===== src/rtl/rsx_pkg.sv =====
// package: opcodes, q-phase codes and flag positions for the rotate/set/sleep/subtract executor
package rsx_pkg;
  // q phase of an instruction cycle
  typedef enum logic [1:0] {
    RSX_Q1 = 2'b00,
    RSX_Q2 = 2'b01,
    RSX_Q3 = 2'b10,
    RSX_Q4 = 2'b11
  } rsx_phase_t;
  // opcode patterns (upper byte, with d/s in bit 8 masked off where it applies; sleep as the whole 16-bit word)
  localparam logic [6:0] ROT_OPC_HI = 7'h10;          // 0010 000
  localparam logic [6:0] SET_FILE_ONES_OP_OPC_HI = 7'h15;         // 0010 101
  localparam logic [7:0] SUBL_OPC_HI = 8'hB2;         // 1011 0010
  localparam logic [15:0] SLEEP_OPC = 16'h0003;
  localparam int DS_BIT = 8;
  // alu status flag positions
  localparam int FLAG_C = 0;
  localparam int FLAG_DIGIT = 1;
  localparam int FLAG_Z = 2;
  localparam int FLAG_OVF = 3;
  localparam logic [7:0] ALL_ONES = 8'hFF;
  localparam logic [7:0] BYTE_RESET = 8'h00;
  localparam logic [7:0] W_RESET = 8'h00;
  localparam logic [3:0] FLAGS_RESET = 4'h0;
endpackage


===== src/rtl/rsx_exec.sv =====
// rotate-right, set-file, sleep and subtract-from-literal instruction executor
//
// Contract
// - rotate_right_nocarry_op rotates the addressed register right by exactly one bit.
// - the rotate result goes to working_register when d is 0 and back to the file when d is 1.
// - set_file_ones_op with s equal 0 loads FFh into the file and into working_register.
// - set_file_ones_op with s equal 1 loads FFh into the file only and keeps working_register.
// - set_file_ones_op writes the file and, when selected, working_register in Q4.
// - the sleep opcode clears powerdown_flag_n to zero.
// - sleep sets timeout_flag_n to one.
// - sleep clears the watchdog_counter to 00h and its postscaler to zero.
// - after sleep the core enters the sleep state with the oscillator halted until wake-up.
// - a watchdog wake-up from sleep clears timeout_flag_n.
// - sub_work_from_literal_op computes literal minus working_register into working_register.
// - the subtraction updates overflow, carry, digit carry and zero flags.
// - carry is one when the difference is zero or positive and zero on a borrow.
//
// The implementer's own choices: the register offsets and the address-and-strobe port.
`timescale 1ns/1ps
module rsx_exec (
  // clock and reset
  input wire logic clock,
  input wire logic nrst,
  input wire logic clk_en,
  // instruction and phase
  input wire logic [15:0] instr,
  input wire logic instr_valid,
  input wire logic [1:0] q_phase,
  // file register read
  input wire logic [7:0] file_rdata,
  // wake-up events (same clock)
  input wire logic wake_wdt,
  input wire logic wake_other,
  // file register write
  output logic file_we,
  output logic [7:0] file_addr,
  output logic [7:0] file_wdata,
  // core state
  output logic [7:0] working_register,
  output logic [3:0] alu_flags,
  output logic timeout_flag_n,
  output logic powerdown_flag_n,
  output logic sleep_active,
  output logic osc_halt,
  output logic wdt_clear
);
  ////////////////////////////////////////////////////////////////////////////
  // registers and their next values
  logic [7:0] src_q;
  logic [7:0] src_d;
  logic [7:0] res_q;
  logic [7:0] res_d;
  logic [3:0] flags_q;
  logic [3:0] flags_d;
  logic [7:0] w_q;
  logic [7:0] w_d;
  logic we_q;
  logic we_d;
  logic [7:0] addr_q;
  logic [7:0] addr_d;
  logic [7:0] wdata_q;
  logic [7:0] wdata_d;
  logic sleep_q;
  logic sleep_d;
  logic to_n_q;
  logic to_n_d;
  logic pwrdn_n_q;
  logic pwrdn_n_d;
  logic clr_q;
  logic clr_d;
  ////////////////////////////////////////////////////////////////////////////
  // decode
  rsx_pkg::rsx_phase_t phase;
  wire logic ph_q2;
  wire logic ph_q3;
  wire logic ph_q4;
  wire logic is_rot;
  wire logic is_set;
  wire logic is_sub;
  wire logic is_slp;
  wire logic ds;
  wire logic [7:0] operand;
  wire logic run;
  assign phase = rsx_pkg::rsx_phase_t'(q_phase);
  assign ph_q2 = (phase == rsx_pkg::RSX_Q2);
  assign ph_q3 = (phase == rsx_pkg::RSX_Q3);
  assign ph_q4 = (phase == rsx_pkg::RSX_Q4);
  // d and s share bit 8, so rotate and set compare bits 15 to 9 only
  assign is_rot = instr_valid && (instr[15:9] == rsx_pkg::ROT_OPC_HI);
  assign is_set = instr_valid && (instr[15:9] == rsx_pkg::SET_FILE_ONES_OP_OPC_HI);
  assign is_sub = instr_valid && (instr[15:8] == rsx_pkg::SUBL_OPC_HI);
  assign is_slp = instr_valid && (instr == rsx_pkg::SLEEP_OPC);
  assign ds = instr[rsx_pkg::DS_BIT];
  assign operand = instr[7:0];
  // instructions run only while awake and clk_en is high; sleep freezes the datapath registers
  assign run = clk_en && !sleep_q;
  ////////////////////////////////////////////////////////////////////////////
  // arithmetic
  wire logic [7:0] w_inv;
  wire logic [8:0] diff;
  wire logic [4:0] dlow;
  wire logic ovf;
  wire logic zero;
  wire logic [7:0] rot;
  assign w_inv = ~w_q;
  // literal minus w as an add of the complement: carry out means no borrow
  assign diff = {1'b0, operand} + {1'b0, w_inv} + 9'h001;
  assign dlow = {1'b0, operand[3:0]} + {1'b0, w_inv[3:0]} + 5'h01;
  assign ovf = (operand[7] != w_q[7]) && (diff[7] != operand[7]);
  assign zero = (diff[7:0] == 8'h00);
  // rotate right: each bit takes its left neighbour and bit 7 takes bit 0
  genvar gi;
  generate
    for (gi = 0; gi < 8; gi++)
    begin : g_rot
      if (gi == 7)
      begin : g_wrap
        assign rot[gi] = src_q[0];
      end
      else
      begin : g_shift
        assign rot[gi] = src_q[gi + 1];
      end
    end
  endgenerate
  ////////////////////////////////////////////////////////////////////////////
  // q3 execute; rotate and set leave the flags alone
  always_comb
  begin
    res_d = res_q;
    flags_d = flags_q;
    if (ph_q3)
    begin
      if (is_rot)
        res_d = rot;
      else if (is_set)
        res_d = rsx_pkg::ALL_ONES;
      else if (is_sub)
      begin
        res_d = diff[7:0];
        flags_d[rsx_pkg::FLAG_C] = diff[8];
        flags_d[rsx_pkg::FLAG_DIGIT] = dlow[4];
        flags_d[rsx_pkg::FLAG_Z] = zero;
        flags_d[rsx_pkg::FLAG_OVF] = ovf;
      end
    end
  end
  ////////////////////////////////////////////////////////////////////////////
  // q2 source latch and q4 writeback selection
  wire logic wr_file;
  wire logic wr_w;
  assign wr_file = ph_q4 && ((is_rot && ds) || is_set);
  assign wr_w = ph_q4 && ((is_rot && !ds) || (is_set && !ds) || is_sub);
  assign src_d = ph_q2 ? file_rdata : src_q;
  assign w_d = wr_w ? res_q : w_q;
  assign we_d = run && wr_file;
  assign addr_d = wr_file ? operand : addr_q;
  assign wdata_d = wr_file ? res_q : wdata_q;
  ////////////////////////////////////////////////////////////////////////////
  // sleep and wake; a wake event ends sleep whatever the q phase
  wire logic slp_go;
  wire logic wake;
  assign slp_go = run && is_slp && ph_q3;
  assign wake = sleep_q && (wake_wdt || wake_other);
  // sleep entry wins over a wake event in the same cycle
  assign sleep_d = slp_go ? 1'b1 : (wake ? 1'b0 : sleep_q);
  assign pwrdn_n_d = slp_go ? 1'b0 : pwrdn_n_q;
  assign to_n_d = slp_go ? 1'b1 : ((wake && wake_wdt) ? 1'b0 : to_n_q);
  // one-cycle request; the watchdog block clears its count and postscaler
  assign clr_d = slp_go;
  ////////////////////////////////////////////////////////////////////////////
  // datapath registers, frozen while asleep or disabled
  always_ff @(posedge clock or negedge nrst)
  begin
    if (!nrst)
    begin
      src_q <= rsx_pkg::BYTE_RESET;
    end
    else if (run)
    begin
      src_q <= src_d;
    end
  end

  always_ff @(posedge clock or negedge nrst)
  begin
    if (!nrst)
    begin
      res_q <= rsx_pkg::BYTE_RESET;
    end
    else if (run)
    begin
      res_q <= res_d;
    end
  end

  always_ff @(posedge clock or negedge nrst)
  begin
    if (!nrst)
    begin
      flags_q <= rsx_pkg::FLAGS_RESET;
    end
    else if (run)
    begin
      flags_q <= flags_d;
    end
  end

  always_ff @(posedge clock or negedge nrst)
  begin
    if (!nrst)
    begin
      w_q <= rsx_pkg::W_RESET;
    end
    else if (run)
    begin
      w_q <= w_d;
    end
  end

  always_ff @(posedge clock or negedge nrst)
  begin
    if (!nrst)
    begin
      addr_q <= rsx_pkg::BYTE_RESET;
    end
    else if (run)
    begin
      addr_q <= addr_d;
    end
  end

  always_ff @(posedge clock or negedge nrst)
  begin
    if (!nrst)
    begin
      wdata_q <= rsx_pkg::BYTE_RESET;
    end
    else if (run)
    begin
      wdata_q <= wdata_d;
    end
  end
  ////////////////////////////////////////////////////////////////////////////
  // control registers; these keep running while asleep so a wake can land
  always_ff @(posedge clock or negedge nrst)
  begin
    if (!nrst)
    begin
      we_q <= 1'b0;
    end
    else if (clk_en)
    begin
      we_q <= we_d;
    end
  end

  always_ff @(posedge clock or negedge nrst)
  begin
    if (!nrst)
    begin
      sleep_q <= 1'b0;
    end
    else if (clk_en)
    begin
      sleep_q <= sleep_d;
    end
  end

  always_ff @(posedge clock or negedge nrst)
  begin
    if (!nrst)
    begin
      to_n_q <= 1'b1;
    end
    else if (clk_en)
    begin
      to_n_q <= to_n_d;
    end
  end

  always_ff @(posedge clock or negedge nrst)
  begin
    if (!nrst)
    begin
      pwrdn_n_q <= 1'b1;
    end
    else if (clk_en)
    begin
      pwrdn_n_q <= pwrdn_n_d;
    end
  end

  always_ff @(posedge clock or negedge nrst)
  begin
    if (!nrst)
    begin
      clr_q <= 1'b0;
    end
    else if (clk_en)
    begin
      clr_q <= clr_d;
    end
  end
  ////////////////////////////////////////////////////////////////////////////
  // outputs
  assign file_we = we_q;
  assign file_addr = addr_q;
  assign file_wdata = wdata_q;
  assign working_register = w_q;
  assign alu_flags = flags_q;
  assign timeout_flag_n = to_n_q;
  assign powerdown_flag_n = pwrdn_n_q;
  assign sleep_active = sleep_q;
  assign osc_halt = sleep_q;
  assign wdt_clear = clr_q;
endmodule // rsx_exec


===== config.mk =====
export PLATFORM = sky130hd
export DESIGN_NAME = rsx_exec
export DESIGN_NICKNAME = d
export VERILOG_FILES = /design/src/rtl/rsx_pkg.sv /design/src/rtl/rsx_exec.sv
export SDC_FILE = /design/constraint.sdc
export NUM_CORES = 1
export LEC_CHECK = 0
export BUFFER_PORTS_ARGS = -buffer_cell sky130_fd_sc_hd__buf_4
export CELL_PAD_IN_SITES_DETAIL_PLACEMENT = 1
export CELL_PAD_IN_SITES_GLOBAL_PLACEMENT = 1
export CORE_ASPECT_RATIO = 0.5
export CORE_MARGIN = 2
export CORE_UTILIZATION = 31
export CTS_CLUSTER_DIAMETER = 50
export CTS_CLUSTER_SIZE = 25
export DETAILED_ROUTE_END_ITERATION = 6
export GPL_TIMING_DRIVEN = 0
export MAX_ROUTING_LAYER = met4
export PLACE_DENSITY = 0.7
export SLEW_MARGIN = 20
export SYNTH_ARGS = -nofsm -noshare
export SYNTH_HDL_FRONTEND = slang
export SYNTH_SLANG_ARGS = --single-unit

===== constraint.sdc =====
create_clock -name clock -period 2.75 [get_ports clock]
set_clock_uncertainty 0.05 [all_clocks]
set_input_delay 0.55 -clock clock [delete_from_list [all_inputs] [get_ports clock]]
set_output_delay 0.55 -clock clock [all_outputs]
set_load 0.01 [all_outputs]

==> PnR_summary.wiki <==
{| class="wikitable"
! Metric !! Value
|-
| Run status || finished clean
|-
| Time the worst path needs with I/O delays and setup || 2460 ps
|-
| Delay of the slowest cell on the worst path || 750 ps
|-
| Detailed Routing Iterations Pass 1 || 4
|-
| Post-CTS repair timing setup buffer count || 0
|-
| Utilization of the core after routing || 0.428
|-
| Final hold viol count || 0
|-
| Clock sinks || 49
|-
| Placed instance count || around 380
|-
| Final Max Slew Viols || 0
|-
| Post-synthesis instance area || between 0.002 and 0.0025 mm²
|-
| Power per standard cell area || 496 mW/mm²
|-
| Number of core rows || 22
|-
| Synth Warn # || 0
|-
| Leakage power || 1.57 nW
|-
| Combinational power share || 0.106
|-
| Internal power || 1.20 mW
|-
| Initial DRC count || roughly 80
|-
| Initial Util || 0.325
|-
| Unrepaired setup endpoints after global routing || false
|-
| Switching part of the total power || 0.241
|-
| Kind of launch point of the worst setup path || input port
|-
| Total length of routed met3 wires || 255 µm
|-
| Sum of routed wire length over all layers || 6450 µm
|-
| Overflow left after global routing || 0
|-
| Syn-to-layout area delta || 31.6%
|-
| Multiplexer share of the synthesized area || 0.140
|-
| Sequential fraction of the synthesis area || 0.508
|-
| Die width || 129 µm
|-
| Number of buffers created by CTS || 5
|-
| Setup slack of the most critical reg-to-reg path || 420 ps
|-
| Final net count || 329
|-
| Final cell count without fillers || 385
|-
| Worst setup margin || 289 ps
|-
| Clock root cell || sky130_fd_sc_hd__clkbuf_16
|-
| Number of synthesized flops with an enable pin || 0
|-
| Post-Syn Nets || 257
|-
| Crit path DAT || 2580 ps
|-
| Min-delay worst type || input port to async pin
|-
| Type of destination of the critical path || register
|-
| Synthesized-area fraction occupied by ao, oa, aoi and oai cells || 0.123
|-
| Slowest cell on the critical path || sky130_fd_sc_hd__nor4_4
|-
| CTS tree || done
|-
| Peak supply drop || about 250 µV
|-
| Pin count of the biggest net entering global routing || 50
|-
| Routed metal-1 wirelength || ~3200 µm
|-
| Net load switching power || around 0.38 mW
|-
| RR Startpoint || working_register[0]$_DFFE_PN0P_
|-
| Critical path type || input port to register
|-
| Initial antenna violation count || 0
|-
| Crit-path max FO || 10
|-
| Slew Limit Headroom || 0.282
|-
| Placed wire-length estimate after detailed placement || 4930 µm
|-
| Area of the core || 0.00743 mm²
|-
| Setup violators final || 0
|-
| Dominant combinational cell family by area after synthesis || multiplexers
|-
| Xor/xnor cell area share of the yosys netlist || 0.0109
|-
| Total DRC errors in the routed layout || 0
|-
| Antenna cell count || 0
|-
| Setup TNS || 0 ps
|-
| Part of the power in the clock network || 0.408
|-
| Count of vias placed by the detailed router || 1912
|-
| Remaining antenna violation count after routing || 0
|-
| Cell variety after synth || 42
|-
| Cells traversed along the worst timing path || buf_4, or4_4, nor4_4, buf_6, mux2_2
|-
| Share of post-route cells with drive strength above 1 || 0.384
|-
| Most used DFF post-synth || sky130_fd_sc_hd__dfrtp_1
|-
| Worst-case setup slack after placement || -50.1 ps
|-
| Capture point of the critical path || file_addr[2]$_DFFE_PN0P_
|-
| Flip-flop and latch count after synthesis || 49
|-
| Area of the die || 0.00857 mm²
|-
| Vertical die dimension || 66.5 µm
|-
| Reg-to-reg critical path endpoint || alu_flags[2]$_DFFE_PN0P_
|-
| Most common cell after layout, fill and taps aside || sky130_fd_sc_hd__buf_4
|-
| Avg Vias per Cell || approximately 5
|-
| Worst R2R Path Depth || 7
|-
| Mapped Cells || 216
|-
| Worst-Margin Slew || 1070 ps
|-
| Via count of the first global-routing pass || a little under 2k
|-
| Most frequent cells in the layout || sky130_fd_sc_hd__buf_4, sky130_fd_sc_hd__dfrtp_1, sky130_fd_sc_hd__mux2_2
|-
| Average routed wire per standard cell || 16.7 µm
|-
| Met2 Wirelength || 2910 µm
|-
| Synthesized area divided by synthesized cell count || 11.2 µm²
|-
| Number of maximum-capacitance violations || 0
|-
| Worst skew pair latency || approximately 290 ps
|-
| Register clock-pin slew on the reported worst setup and hold paths || around 70 ps
|-
| Hold buffer count at CTS || 0
|-
| Count of input and output buffers || between 60 and 70
|-
| Post-synthesis share of cell area spent on and, or, nand and nor gates || 0.135
|-
| Clock buffer depth || 2
|-
| Hold Slack || 222 ps
|-
| Maximum clock rate || roughly 410 MHz
|-
| Highest Signal Layer || met4
|-
| Final RePlAce weighted congestion || between 0.8 and 0.9
|-
| Critical Path RT || 2870 ps
|-
| Synth Area in Adders || 0.0497
|-
| Htree depth || 2
|-
| PostCTS Resize Cnt || 0
|-
| Combined global-route utilization of all metal layers || 0.162
|-
| Part of the cycle the worst path needs || 0.895
|-
| Share of synthesized registers carrying an async set or reset || 1.00
|-
| Part of the total power dissipated in sequential elements || 0.486
|-
| IO Pins || 66
|-
| Setup crit start || instr[10]
|-
| First-pass GRT wire length || just over 10000 µm
|}
[worst min path at each step]
stage	start	endpoint	slack, ps	cells past startpoint
after floorplan	nrst	alu_flags[0]$_DFFE_PN0P_	200	0
after global placement	timeout_flag_n$_DFFE_PN1P_	timeout_flag_n$_DFFE_PN1P_	400	2
after detailed placement	timeout_flag_n$_DFFE_PN1P_	timeout_flag_n$_DFFE_PN1P_	410	2
after CTS	nrst	file_wdata[0]$_DFFE_PN0P_	250	1
after global routing	nrst	file_wdata[0]$_DFFE_PN0P_	270	1
final	nrst	file_wdata[2]$_DFFE_PN0P_	220	1
[metal layers]
layer / vias to the layer above / global-route usage
met4: 0 / 0.0367
met5: - / -
li1: 916 / -
met1: 952 / 0.224
met3: 7 / 0.0345
met2: 37 / 0.247
[layout make-up]
cell class              count  area [µm²]
fillers                   827        4250
clock buffers               6         139
plain buffers               3        22.5
multi-input cells         148        1110
inverters                  16        60.1
clock inverters             2        16.3
repair buffers             65         488
well taps                  96         120
flip-flops and latches     49        1230
[through the flow]
step	cell area, µm²	power [mW]
floorplan	2420	0.859
global placement	3030	0.942
detailed placement	3030	0.949
CTS	3180	1.60
global route	3180	1.65
finish	3180	1.58
[power groups by stage]
stage | Clock [mW] | Combinational [mW] | Sequential (mW)
after floorplan | 0 | 0.0812 | 0.777
after global placement | 0 | 0.161 | 0.780
after detailed placement | 0 | 0.167 | 0.782
after CTS | 0.660 | 0.169 | 0.768
after global routing | 0.692 | 0.183 | 0.772
final | 0.644 | 0.167 | 0.768
[sequential cells by signal, summed over array words and instances, names as in the netlist]
name	count
osc_halt	1
res_q	8
timeout_flag_n	1
src_q	8
alu_flags	4
wdt_clear	1
file_we	1
file_addr	8
powerdown_flag_n	1
file_wdata	8
working_register	8
[kinds of logic after synthesis]
family | Yosys count
AOI/OAI and AO/OA | 47
xor gates and xnor gates | 3
adders and majority gates | 9
buffers and inverters | 19
DFF | 49
muxes | 30
and+or+nand+nor | 59
[cells in the mapped netlist, types with 2 or more instances]
master | instances | area (µm²)
sky130_fd_sc_hd__mux2_2 | 30 | 338
sky130_fd_sc_hd__inv_1 | 16 | 60.1
sky130_fd_sc_hd__nand3b_1 | 2 | 15.0
sky130_fd_sc_hd__nand4_1 | 2 | 12.5
sky130_fd_sc_hd__o211a_1 | 2 | 20.0
sky130_fd_sc_hd__xor2_1 | 2 | 17.5
sky130_fd_sc_hd__o31a_1 | 2 | 17.5
sky130_fd_sc_hd__nand2_1 | 20 | 75.1
sky130_fd_sc_hd__ha_1 | 8 | 100
sky130_fd_sc_hd__or3_1 | 5 | 31.3
sky130_fd_sc_hd__a21o_1 | 3 | 22.5
sky130_fd_sc_hd__o21ai_0 | 14 | 70.1
sky130_fd_sc_hd__and2_1 | 2 | 12.5
sky130_fd_sc_hd__dfrtp_1 | 47 | 1180
sky130_fd_sc_hd__o21ai_1 | 2 | 10.0
sky130_fd_sc_hd__nor2b_1 | 2 | 12.5
sky130_fd_sc_hd__o31ai_1 | 5 | 37.5
sky130_fd_sc_hd__nor3_1 | 3 | 15.0
sky130_fd_sc_hd__nor2_1 | 11 | 41.3
sky130_fd_sc_hd__nor4bb_1 | 2 | 20.0
sky130_fd_sc_hd__o22ai_1 | 4 | 25.0
sky130_fd_sc_hd__a21oi_1 | 9 | 45.0
sky130_fd_sc_hd__nand3_1 | 3 | 15.0
sky130_fd_sc_hd__dfstp_2 | 2 | 52.6
[worst max-delay path: cells and delay by family]
| family | cells | cell delay [ps] |
|---|---|---|
| simple gates | 2 | 1320 |
| mux | 1 | 340 |
| buf+inv | 2 | 360 |
No activity file was read; power rests on OpenSTA's default activity.
